File: src/shared/oiag_regs.svh
// constants for the operand index address generator
`ifndef OIAG_REGS_SVH
`define OIAG_REGS_SVH
`define OIAG_UNIT_MAX 3'h7
`define OIAG_BUFMEM_MAX 32'h00007FFE
`define OIAG_C16_LAST 16'h00C7
`define OIAG_C32_FIRST 16'h00C8
`define OIAG_IDX_REGS 8
`define OIAG_ERR_NONE 3'h0
`define OIAG_ERR_SPM_IDX 3'h1
`define OIAG_ERR_C32_IDX 3'h2
`define OIAG_ERR_C16_RANGE 3'h3
`define OIAG_ERR_SV_C32 3'h4
`define OIAG_ERR_BUF_RANGE 3'h5
`define OIAG_ERR_RANGE 3'h6
`endif

File: src/shared/oiag_pkg.sv
// types shared by the operand index address generator
`default_nettype none
package oiag_pkg;
  // operand device classes
  typedef enum logic [3:0] {
    OIAG_CLS_IN_RELAY,
    OIAG_CLS_OUT_RELAY,
    OIAG_CLS_AUX_RELAY,
    OIAG_CLS_SPECIAL_AUX,
    OIAG_CLS_TIMER,
    OIAG_CLS_COUNTER,
    OIAG_CLS_DATA_REG,
    OIAG_CLS_FILE_REG,
    OIAG_CLS_CONST,
    OIAG_CLS_BUFFER_MEMORY
  } oiag_class_e;
  typedef logic [2:0] oiag_err_t;
endpackage : oiag_pkg
`default_nettype wire

File: src/hw/oiag_addr_gen.sv
// operand address generator with indexing, octal relays and buffer memory
`timescale 1ns/1ps
`default_nettype none
`include "oiag_regs.svh"
// Operation
// - buffer memory operand takes unit 0..7 and word 0..32766.
// - buffer memory operand is 16-bit or 32-bit as the instruction says.
// - buffer word number may be offset by an index register.
// - basic-instruction bit operands X, Y, M, T, C0..C199 may be indexed.
// - sixteen index registers, eight low and eight high, numbered 0..7.
// - effective number is base plus index value.
// - 32-bit counters and special relays refuse indexing in basic instructions.
// - an indexed 16-bit counter never resolves to a 32-bit counter.
// - input and output relay operands add the index in octal.
// - coil number and set-value device are indexed independently.
// - a 32-bit counter coil never indexes its set value.
// - applied-instruction bit operands are indexed the same way.
// - only the buffer word number, never the unit, is indexed.
// - 32-bit instructions pair low and high registers of the same number.
module oiag_addr_gen import oiag_pkg::*; #(
  parameter int NUM_IDX = `OIAG_IDX_REGS
) (
  input wire logic ref_clk_i, // 100 MHz clock
  input wire logic rstn_i, // async reset, active low
  input wire logic ce_i, // clock enable, freezes all state
  input wire logic idx_we_i, // index register write strobe
  input wire logic [2:0] idx_wsel_i, // index register number
  input wire logic idx_whigh_i, // write the high kind
  input wire logic idx_wwide_i, // 32-bit write of a pair
  input wire logic [31:0] idx_wdata_i, // index write data
  input wire logic req_valid_i, // operand request
  input wire oiag_class_e req_class_i, // operand device class
  input wire logic [15:0] req_base_i, // base number, input and output relays octal per nibble
  input wire logic [2:0] req_unit_i, // buffer memory unit select
  input wire logic req_idx_en_i, // operand is indexed
  input wire logic [2:0] req_idx_sel_i, // index register number
  input wire logic req_idx_high_i, // use the high kind (16-bit)
  input wire logic req_wide_i, // 32-bit instruction
  input wire logic req_basic_i, // basic instruction, else applied
  input wire logic req_coil_i, // timer or counter coil with set value
  input wire oiag_class_e sv_class_i, // set-value device class
  input wire logic [15:0] sv_base_i, // set-value base number
  input wire logic sv_idx_en_i, // set value is indexed
  input wire logic [2:0] sv_idx_sel_i, // set-value index register
  input wire logic sv_idx_high_i, // set value uses high kind
  output logic ack_o, // one-cycle answer pulse
  output logic [31:0] ea_o, // effective operand number
  output logic [31:0] sv_ea_o, // effective set-value number
  output logic [2:0] unit_o, // buffer memory unit, never offset
  output logic wide_o, // operand width is 32 bits
  output logic err_o, // request refused
  output oiag_err_t err_cause_o // refusal cause
);
  // elaboration check: selects are three bits wide
  if (NUM_IDX != `OIAG_IDX_REGS) begin : g_bad_num
    $error("NUM_IDX must be 8");
  end

  logic [31:0] pair_a;
  logic [31:0] pair_b;

  // index storage; written by the program ahead of use
  oiag_index_file #(.NUM_IDX(NUM_IDX)) u_idx (
    .ref_clk_i(ref_clk_i),
    .rstn_i(rstn_i),
    .ce_i(ce_i),
    .we_i(idx_we_i),
    .wsel_i(idx_wsel_i),
    .whigh_i(idx_whigh_i),
    .wwide_i(idx_wwide_i),
    .wdata_i(idx_wdata_i),
    .rsel_a_i(req_idx_sel_i),
    .rsel_b_i(sv_idx_sel_i),
    .pair_a_o(pair_a),
    .pair_b_o(pair_b)
  );

  // offset of one operand: pair in wide mode, else one sign-extended half
  function automatic logic [31:0] pick_idx(input logic [31:0] pair, input logic high,
                                           input logic wide);
    if (wide) begin
      return pair;
    end else if (high) begin
      return {{16{pair[31]}}, pair[31:16]};
    end
    return {{16{pair[15]}}, pair[15:0]};
  endfunction : pick_idx

  // base plus offset; returns {bad, number}
  function automatic logic [32:0] calc(input oiag_class_e cls, input logic [15:0] base,
                                       input logic [31:0] idx);
    logic [31:0] bin;
    logic [31:0] sum;
    bin = 32'h00000000;
    sum = 32'h00000000;
    if (cls == OIAG_CLS_IN_RELAY || cls == OIAG_CLS_OUT_RELAY) begin
      // octal digits regroup to binary, so the add is plain binary
      bin = {20'h00000, base[14:12], base[10:8], base[6:4], base[2:0]};
      sum = bin + idx;
      return {(sum[31:12] != 20'h00000),
              16'h0000, 1'b0, sum[11:9], 1'b0, sum[8:6], 1'b0, sum[5:3], 1'b0, sum[2:0]};
    end
    sum = {16'h0000, base} + idx;
    return {(cls != OIAG_CLS_CONST) && sum[31], sum};
  endfunction : calc

  logic [32:0] p_res;
  logic [32:0] s_res;
  logic is_c32;
  logic ack_d;
  logic [31:0] ea_d;
  logic [31:0] sv_ea_d;
  logic [2:0] unit_d;
  logic wide_d;
  logic err_d;
  oiag_err_t cause_d;

  // operand and set value are computed side by side from separate selects
  always_comb begin
    p_res = calc(req_class_i, req_base_i, req_idx_en_i ?
                 pick_idx(pair_a, req_idx_high_i, req_wide_i) : 32'h00000000);
    s_res = {1'b0, 32'h00000000};
    if (req_coil_i) begin
      s_res = calc(sv_class_i, sv_base_i, sv_idx_en_i ?
                   pick_idx(pair_b, sv_idx_high_i, 1'b0) : 32'h00000000);
    end
    is_c32 = (req_class_i == OIAG_CLS_COUNTER) && (req_base_i >= `OIAG_C32_FIRST);
    ack_d = req_valid_i;
    ea_d = ea_o;
    sv_ea_d = sv_ea_o;
    unit_d = unit_o;
    wide_d = wide_o;
    err_d = 1'b0;
    cause_d = `OIAG_ERR_NONE;
    if (req_valid_i) begin
      ea_d = p_res[31:0];
      sv_ea_d = s_res[31:0];
      unit_d = req_unit_i;
      wide_d = req_wide_i;
      // refusals, first match wins
      if (req_basic_i && req_idx_en_i && req_class_i == OIAG_CLS_SPECIAL_AUX) begin
        cause_d = `OIAG_ERR_SPM_IDX;
      end else if (req_basic_i && req_idx_en_i && is_c32) begin
        cause_d = `OIAG_ERR_C32_IDX;
      end else if (req_idx_en_i && req_class_i == OIAG_CLS_COUNTER && !is_c32 &&
                   (p_res[32] || p_res[31:0] > {16'h0000, `OIAG_C16_LAST})) begin
        cause_d = `OIAG_ERR_C16_RANGE;
      end else if (req_coil_i && is_c32 && sv_idx_en_i) begin
        cause_d = `OIAG_ERR_SV_C32;
      end else if (req_class_i == OIAG_CLS_BUFFER_MEMORY &&
                   (p_res[32] || p_res[31:0] > `OIAG_BUFMEM_MAX)) begin
        cause_d = `OIAG_ERR_BUF_RANGE;
      end else if (p_res[32] || s_res[32]) begin
        cause_d = `OIAG_ERR_RANGE;
      end
      err_d = (cause_d != `OIAG_ERR_NONE);
    end
  end

  oiag_class_e cls_q;

  // numbers, unit and width hold until the next request; ack, err and cause last one cycle
  always_ff @(posedge ref_clk_i or negedge rstn_i) begin
    if (!rstn_i) begin
      ack_o <= 1'b0;
      ea_o <= 32'h00000000;
      sv_ea_o <= 32'h00000000;
      unit_o <= 3'h0;
      wide_o <= 1'b0;
      err_o <= 1'b0;
      err_cause_o <= `OIAG_ERR_NONE;
      cls_q <= OIAG_CLS_IN_RELAY;
    end else if (ce_i) begin
      ack_o <= ack_d;
      ea_o <= ea_d;
      sv_ea_o <= sv_ea_d;
      unit_o <= unit_d;
      wide_o <= wide_d;
      err_o <= err_d;
      err_cause_o <= cause_d;
      if (req_valid_i) begin
        cls_q <= req_class_i;
      end
    end
  end
endmodule : oiag_addr_gen
`default_nettype wire

File: src/hw/oiag_index_file.sv
// index register bank: eight low and eight high halves, two read ports
`timescale 1ns/1ps
`default_nettype none
module oiag_index_file #(
  parameter int NUM_IDX = 8
) (
  input wire logic ref_clk_i, // 100 MHz clock
  input wire logic rstn_i, // async reset, active low
  input wire logic ce_i, // clock enable
  input wire logic we_i, // write strobe
  input wire logic [2:0] wsel_i, // register number written
  input wire logic whigh_i, // write the high half only
  input wire logic wwide_i, // write both halves as one 32-bit value
  input wire logic [31:0] wdata_i, // write data
  input wire logic [2:0] rsel_a_i, // read port a select
  input wire logic [2:0] rsel_b_i, // read port b select
  output logic [31:0] pair_a_o, // {high, low} for port a
  output logic [31:0] pair_b_o // {high, low} for port b
);
  logic [15:0] lo_q [NUM_IDX];
  logic [15:0] lo_d [NUM_IDX];
  logic [15:0] hi_q [NUM_IDX];
  logic [15:0] hi_d [NUM_IDX];

  // next values: a wide write loads both halves so no stale high half remains
  always_comb begin
    for (int i = 0; i < NUM_IDX; i++) begin
      lo_d[i] = lo_q[i];
      hi_d[i] = hi_q[i];
      if (we_i && (32'(wsel_i) == i)) begin
        if (wwide_i) begin
          lo_d[i] = wdata_i[15:0];
          hi_d[i] = wdata_i[31:16];
        end else if (whigh_i) begin
          hi_d[i] = wdata_i[15:0];
        end else begin
          lo_d[i] = wdata_i[15:0];
        end
      end
    end
  end

  always_ff @(posedge ref_clk_i or negedge rstn_i) begin
    if (!rstn_i) begin
      for (int i = 0; i < NUM_IDX; i++) begin
        lo_q[i] <= 16'h0000;
        hi_q[i] <= 16'h0000;
      end
    end else if (ce_i) begin
      lo_q <= lo_d;
      hi_q <= hi_d;
    end
  end

  // same-numbered halves read as one pair
  assign pair_a_o = {hi_q[rsel_a_i], lo_q[rsel_a_i]};
  assign pair_b_o = {hi_q[rsel_b_i], lo_q[rsel_b_i]};
endmodule : oiag_index_file
`default_nettype wire

File: config.mk
export PLATFORM = sky130hd
export DESIGN_NAME = oiag_addr_gen
export DESIGN_NICKNAME = d
export VERILOG_FILES = /design/src/shared/oiag_pkg.sv /design/src/hw/oiag_addr_gen.sv /design/src/hw/oiag_index_file.sv
export VERILOG_INCLUDE_DIRS = /design/src /design/src/shared
export SDC_FILE = /design/constraint.sdc
export NUM_CORES = 1
export LEC_CHECK = 0
export ABC_AREA = 1
export BUFFER_PORTS_ARGS = -buffer_cell sky130_fd_sc_hd__buf_2
export CORE_ASPECT_RATIO = 0.7
export CORE_MARGIN = 4
export CORE_UTILIZATION = 47
export DETAILED_ROUTE_END_ITERATION = 6
export HOLD_SLACK_MARGIN = 0.12
export MAX_ROUTING_LAYER = met4
export SLEW_MARGIN = 0
export SYNTH_ARGS = -nofsm -noshare
export SYNTH_HDL_FRONTEND = slang
export SYNTH_SLANG_ARGS = --single-unit
File: constraint.sdc
create_clock -name ref_clk_i -period 4.4 [get_ports ref_clk_i]
set_input_delay 0.66 -clock ref_clk_i [delete_from_list [all_inputs] [get_ports ref_clk_i]]
set_output_delay 0.66 -clock ref_clk_i [all_outputs]
set_load 0.01 [all_outputs]
==> metrics.md, run 1 <==
| Metric | Value |
|---|---|
| CP required | 4.84 ns |
| Share of the yosys chip area belonging to registers | 0.371 |
| Post-Syn Area per Cell | 6.72 um2 |
| Core box area | 46600 um2 |
| Post-Syn Area | 22200 um2 |
| Die Y | 190 um |
| Ports | 171 |
| Placer Congestion | 1.01 |
| Yosys top cell area share | 0.371 |
| Max-capacitance violation count | 0 |
| Maximum fanout along the worst path | 3 |
| Peak supply drop | 0.000385 V |
| CTS tree | done |
| Setup violators final | 0 |
| H-tree depth | 2 |
| Count of pins over their slew limit | 0 |
| FF-to-FF setup slack | 0.15 ns |
| Die Width | 268 um |
| Cell taking the most area after synthesis | dfrtp_1 |
| Fin Hold WS | 0.103 ns |
| Clock latency at the later pin of the worst-skew pair | 0.59 ns |
| Die Area | 50900 um2 |
| Reg2Reg Capture Point | err_o$_DFFE_PN0P_ |
| Synth top area cells | dfrtp_1, nand2_1, o21ai_0 |
| Area post-placement | 26700 um2 |
| # rows | 66 |
| GRT Total Usage | 0.367 |
| Worst endpoint data arrival time | 4.69 ns |
| Final period demand of the worst path | 4.25 ns |
| Reg2reg start | u_idx.lo_q[80]$_DFFE_PN0P_ |
| DP Wirelength | 69800 um |
| Initial Util | 0.477 |
| WL/cell | 20.9 um |
| Worst-Margin Slew | 1.33 ns |
| Initial DRC count | 3293 |
| Non-filler instance count after layout | 4437 |
| CP endpoint kind | flip-flop |
| Final clock skew | 0.0351 ns |
| Register bit total from synthesis | 329 |
| Final Routed Wirelength | 92800 um |
| Number of buffers created by CTS | 36 |
| Initial antenna violation count | 2 |
| Post-synthesis async set-or-reset flop share | 1.00 |
| Post-synth cell types | 53 |
| Global-route wire length before repair | 140000 um |
| Total grt overflow | 0 |
| Most numerous cell in the Yosys netlist | nand2_1 |
| Clock sinks | 329 |
| Area growth, synth to finish | 27.7% |
| Synth Warn # | 0 |
| Fin crit share | 0.965 |
| Placed cells | 4367 |
| Via-to-Cell Ratio | 5.74 |
| EDFF count, synth | 0 |
| Worst hold path type | input port to async pin |
| Total nets after synthesis | 3446 |
| Setup total negative slack | 0 ns |
| Reg2Reg Depth | 27 |
| DRC viols | 0 |
| Post-synth top cells | nand2_1, o21ai_0, dfrtp_1, nand3_1, inv_1 |
| Post-Syn Instances | 3306 |
| I/O Buffers | 170 |
| Fmax achieved | 235 MHz |
| Leak | 0.0147 uW |
| Max_slew headroom | 0.112 |
| Final instance area | 28400 um2 |
| Final Hold Violating Endpoints | 0 |
| WS Path Type | flip-flop to flip-flop |
| Critical path launch point type | flip-flop |
| Root Driver | clkbuf_16 |
| Status | complete, no violations |
| Largest net degree at the start of global routing | 101 |
| Share of layout cells above drive strength 1 | 0.230 |
| Clk slew on worst S/H paths | 0.07 ns |
| Routed vias | 25500 |
| Routed Antenna Nets | 0 |
| Drt pass-1 iters | 7 |
| Nets | 3938 |
| Vias in the first global route | 23600 |
| Clock Tree Buf Depth | 3 |
| Hold_buf cts | 0 |
| PwrDens | 375 nW/um2 |
| Prevailing post-synth register cell | dfrtp_1 |
==> critical path: stages (launching register included) <==
cell,delay (ns)
dfrtp_1,0.36
inv_1,0.08
a211oi_2,0.25
o21ai_1,0.11
a311oi_2,0.21
buf_4,0.16
ha_2,0.18
inv_2,0.04
fa_2,0.38
o21ai_4,0.19
a21oi_2,0.09
inv_2,0.08
nand3_2,0.10
a21boi_4,0.26
buf_4,0.16
nand3_1,0.12
nand3_2,0.12
nand3_1,0.08
nand3_1,0.10
nand2_1,0.06
nor2_1,0.13
nand2_2,0.12
nor3_4,0.24
nand2_4,0.10
a21oi_2,0.15
nand2_1,0.06
nand2_1,0.08
nand4_1,0.08
==> cells in the final DEF (no fill, tap or decap), types with 6 or more instances in the layout <==
cell type and n:
buf_12 21, nand3b_1 6, ha_1 38, o21ai_1 47, buf_6 9, o221ai_1 16
o21ai_0 468, xor2_1 7, xnor2_1 6, clkbuf_16 37, a21oi_2 17, buf_2 166
nand2_2 40, o22ai_1 16, nand3_2 42, nor2_1 217, nor2_2 24, inv_1 285
nand2_1 955, bufinv_16 6, buf_4 433, nand3_1 289, a21oi_1 134, dfrtp_1 329
o211ai_1 63, inv_2 31, nor2_4 6, clkbuf_1 7, nand4_1 32
==> power by group <==
| part | total, uW | leakage (uW) | internal (uW) | switching, uW |
|---|---|---|---|---|
| Clock | 3330 | 0.000603 | 1930 | 1400 |
| Sequential | 4100 | 0.00421 | 3640 | 459 |
| Combinational | 3200 | 0.00988 | 1280 | 1910 |
| Total | 10600 | 0.0147 | 6850 | 3780 |
==> layer usage <==
layer  global-route usage  wire, um  vias up
li1                     -         -    11900
met1                0.522     40600    12000
met2                0.510     38500     1369
met3                0.103     11100      180
met4                0.104      2560        0
met5                    -         0        -
==> timing repair <==
item,in CTS,in global routing
buffers inserted,0,4
resized for setup,0,87
endpoints found under the setup margin,0,5
==> state kept, by name, indices dropped and copies added, names as in the netlist <==
| name | flops |
|---|---|
| ea_o | 32 |
| err_cause_o | 3 |
| u_idx.lo_q | 128 |
| sv_ea_o | 32 |
| err_o | 1 |
| ack_o | 1 |
| unit_o | 3 |
| wide_o | 1 |
| u_idx.hi_q | 128 |
==> logic make-up (layout without fill, tap and decap cells) <==
logic type | after synthesis | count (layout) | share of synthesized area
buffers and inverters | 496 | 1013 | 0.0921
AO/OA/AOI/OAI | 791 | 791 | 0.194
XOR/XNOR | 13 | 13 | 0.00513
other | 0 | 2 | 0
flip-flops | 329 | 329 | 0.371
adder cells (fa/ha/maj) | 42 | 42 | 0.0243
AND/OR/NAND/NOR | 1635 | 1635 | 0.314
==> worst max path at each step <==
stage                               start                end  slack [ns]  depth (start not counted)
5_1_grt        u_idx.hi_q[96]$_DFFE_PN0P_  err_o$_DFFE_PN0P_       -0.01                         32
4_1_cts                  req_idx_sel_i[0]  err_o$_DFFE_PN0P_        0.04                         30
6_report       u_idx.lo_q[80]$_DFFE_PN0P_  err_o$_DFFE_PN0P_        0.15                         27
3_5_place_dp             req_idx_sel_i[0]  err_o$_DFFE_PN0P_       -0.56                         30
3_3_place_gp             req_idx_sel_i[0]  err_o$_DFFE_PN0P_       -0.61                         31
2_1_floorplan            req_idx_sel_i[0]  err_o$_DFFE_PN0P_       0.007                         31
==> metrics by stage <==
step | setup WS [ns] | utilization | total power [uW]
after floorplan | 0.00684 | - | 5760
after global placement | -0.609 | 0.574 | 7110
after detailed placement | -0.563 | 0.574 | 7190
after CTS | 0.0395 | 0.601 | 10500
after global routing | -0.0136 | 0.609 | 11200
final | 0.153 | 0.609 | 10600
==> final cells by class <==
class	instances	area, um2
Fill cell	4487	18200
Multi-Input combinational cell	2481	12300
Antenna cell	2	5.00
Clock inverter	17	277
Sequential cell	329	8230
Clock buffer	46	968
Tap cell	612	766
Inverter	318	1200
Timing Repair Buffer	632	4660
Note: power is estimated with default switching activity, not from simulation.
==> inputs of run 2 (changes only) <==
- CELL_PAD_IN_SITES_DETAIL_PLACEMENT: default -> 0
- CELL_PAD_IN_SITES_GLOBAL_PLACEMENT: default -> 1
- CORE_UTILIZATION: 47 -> 44
- PLACE_DENSITY_LB_ADDON: default -> 0.1
==> run 2 against run 1 <==
  * Global-route usage down 2.3 points
  * Fmax up 0.87%
  * Worst setup slack gained 0.037 ns
  * Combinational power up 4%
  * Register-to-register slack improved by 0.04 ns
  * Critical path type is now input port to flip-flop
  * Largest cell class unchanged
  * Clock skew fell by 0.016 ns
  * Non-clock buffer count increased by 33
==> metrics.md, run 2 (synthesized netlist as in run 1, its figures left out) <==
| Metric | Value |
|---|---|
| Most frequent CP cell | nand2_2 |
| Dpl ws | -0.660 ns (-0.0970 ns) |
| Clock Tree Buf Depth | 3 (unchanged) |
| Pwr Total | 10600 uW (-0.67%) |
| Highest-count cells in the layout ignoring fill and taps | nand2_1, o21ai_0, buf_4 |
| Global-route wire length before repair | 142000 um (+2.1%) |
| Top delay family on crit path | simple AND/OR/NAND/NOR gates |
| Max_slew headroom | 0.328 (+0.216) |
| WP buf/inv | 8 (+3) |
| Core box area | 49600 um2 (+6.5%) |
| H-tree depth | 2 (unchanged) |
| Number of buffers created by CTS | 37 (+2.8%) |
| Area growth, synth to finish | 31.7% |
| Share of layout cells above drive strength 1 | 0.256 (+0.0258) |
| Worst hold path type | input port to async pin |
| Reg2Reg Depth | 32 (+19%) |
| Sw Share | 0.362 (+0.00633) |
| Routed vias | 25300 (-0.57%) |
| DRC viols | 0 (unchanged) |
| WL/cell | 20.7 um (-0.85%) |
| Highest routed layer | met4 |
| Leak | 0.0150 uW (+2.0%) |
| Slowest cell on crit path | ha_1 |
| Seq pwr share | 0.388 (+0.002) |
| Hold_buf cts | 0 (unchanged) |
| # rows | 68 (+3.0%) |
| Clk slew on worst S/H paths | 0.06 ns (about the same) |
| Initial Util | 0.448 (-0.0291) |
| Fin Hold WS | 0.203 ns (+0.0994 ns) |
| Final clock skew | 0.0196 ns (-0.0156 ns) |
| Nets | 3972 (+0.86%) |
| Critical path's largest stage delay | 0.26 ns (-0.12 ns) |
| CTS tree | done |
| CP endpoint kind | flip-flop |
| Clk network pwr share | 0.297 (-0.016) |
| Largest net degree at the start of global routing | 120 (+19%) |
| CP required | 4.85 ns (about the same) |
| # fillers | 4683 (+4.4%) |
| Max-capacitance violation count | 0 (unchanged) |
| M1 WL | 43100 um (+6.4%) |
| Fmax achieved | 238 MHz (+0.87%) |
| Clock sinks | 329 (unchanged) |
| Fin crit share | 0.957 (-0.00831) |
| Int Pwr | 6740 uW (-1.6%) |
| Worst endpoint data arrival time | 4.66 ns (-0.03 ns) |
| Die Width | 277 um (+3.3%) |
| Initial antenna violation count | 0 (-2) |
| I/O Buffers | 170 (unchanged) |
| Via-to-Cell Ratio | 5.60 (-2.4%) |
| Vias in the first global route | 23700 (+0.64%) |
| Peak supply drop | 0.000301 V (-22%) |
| Met2 routed WL | 38900 um (+1.1%) |
| Critical path launch point type | input port |
| Root Driver | clkbuf_16 |
| Gate power share | 0.315 (+0.014) |
| Total grt overflow | 0 (unchanged) |
| Maximum fanout along the worst path | 14 (+11) |
| Status | complete, no violations |
| Final period demand of the worst path | 4.21 ns (-0.0366 ns) |
| GRT Total Usage | 0.344 (-0.0228) |
| Net Sw Power | 3820 uW (+1.1%) |
| Setup violators final | 0 (unchanged) |
| Drt pass-1 iters | 6 (-1) |
| PwrDens | 361 nW/um2 (-3.6%) |
| Largest regs | u_idx.hi_q: 128 flops, u_idx.lo_q: 128 flops |
| Worst path depth | 32 (+19%) |
| Die Y | 196 um (+3.2%) |
| WS Path Type | input port to flip-flop |
| Count of pins over their slew limit | 0 (unchanged) |
| DP Wirelength | 69600 um (-0.33%) |
| Die Area | 54200 um2 (+6.6%) |
| Initial DRC count | 3070 (-6.8%) |
| Worst-Margin Slew | 1.00 ns (-0.324 ns) |
| Final Hold Violating Endpoints | 0 (unchanged) |
| Clock latency at the later pin of the worst-skew pair | 0.58 ns (about the same) |
| Final Routed Wirelength | 93700 um (+1.1%) |
| Ports | 171 (unchanged) |
| Placer Congestion | 1.02 (+0.77%) |
| Met3 Routed Length | 9220 um (-17%) |
| Commonest non-fill, non-tap cell in the layout | nand2_1 |
| Routed Antenna Nets | 0 (unchanged) |
| Final worst setup slack | 0.190 ns (+0.0366 ns) |
==> run 2: cell types whose count changed in the layout (fill, tap and decap cells not counted), moves of 9 or more <==
cell	previous run	this run
nand2_1	955	928
buf_4	433	456
nand3_1	289	272
nand2_4	3	18
nand2_2	40	52
nor2_1	217	206
nand3_2	42	51
==> run 2: power groups by stage <==
stage | logic (uW) | clock network (uW) | registers [uW]
after global routing | 3690 | 3300 | 4170
after floorplan | 1730 | 0 | 4040
after detailed placement | 3080 | 0 | 4120
final | 3320 | 3130 | 4100
after global placement | 3030 | 0 | 4110
after CTS | 3100 | 3170 | 4080
==> run 2: cell type report <==
cell class	count	area [um2]	area share
clock buffer	52	1050	0.0360
multi-input combinational	2481	12800	0.436
clock inverter	11	110	0.00376
antenna	1	2.50	0.0000856
timing repair buffer	665	5070	0.173
inverter	318	1200	0.0410
sequential	329	8230	0.281
tap	665	832	0.0284
==> run 2: repair_timing <==
item / in CTS / in global routing
pin swaps: 0 / 85
cloned: 0 / 6
resized for setup: 3 / 206
setup buffers: 0 / 16
setup endpoints to repair: 2 / 4
hold endpoints to repair: 0 / 0
==> run 2: final timing paths <==
path | end | start | slack [ns]
worst max-delay path | err_o$_DFFE_PN0P_ | req_idx_sel_i[0] | 0.19
worst min-delay path | u_idx.hi_q[90]$_DFFE_PN0P_ | rstn_i | 0.20
max in group asynchronous | sv_ea_o[1]$_DFFE_PN0P_ | rstn_i | 3.09
worst min register to register | sv_ea_o[22]$_DFFE_PN0P_ | sv_ea_o[22]$_DFFE_PN0P_ | 0.48
worst max register to register | err_o$_DFFE_PN0P_ | u_idx.hi_q[0]$_DFFE_PN0P_ | 0.19
min in group ref_clk_i | unit_o[2]$_DFFE_PN0P_ | req_unit_i[2] | 0.28
==> run 2: worst reg2reg max path, delay by kind of cell, from the launching register on <==
family / cells / cell delay, ns
buf+inv: 5 / 0.48
flops: 1 / 0.37
simple gates: 19 / 1.72
fa+ha+maj: 2 / 0.51
compound gates: 6 / 1.00
==> run 2: layer usage <==
layer,vias up,GRT usage
li1,12000,-
met1,12000,0.501
met2,1172,0.496
met3,144,0.0642
met4,0,0.0843
met5,-,-
==> run 2: stage by stage <==
stage,instance area [um2],std cells,setup TNS [ns],util
final,29300,4522,0,0.590
after global routing,29200,4521,-0.0456,0.590
after CTS,28100,4500,0,0.567
after detailed placement,27000,4437,-3.24,0.544
after global placement,27000,4437,-2.60,0.544
after floorplan,22400,3306,0,-
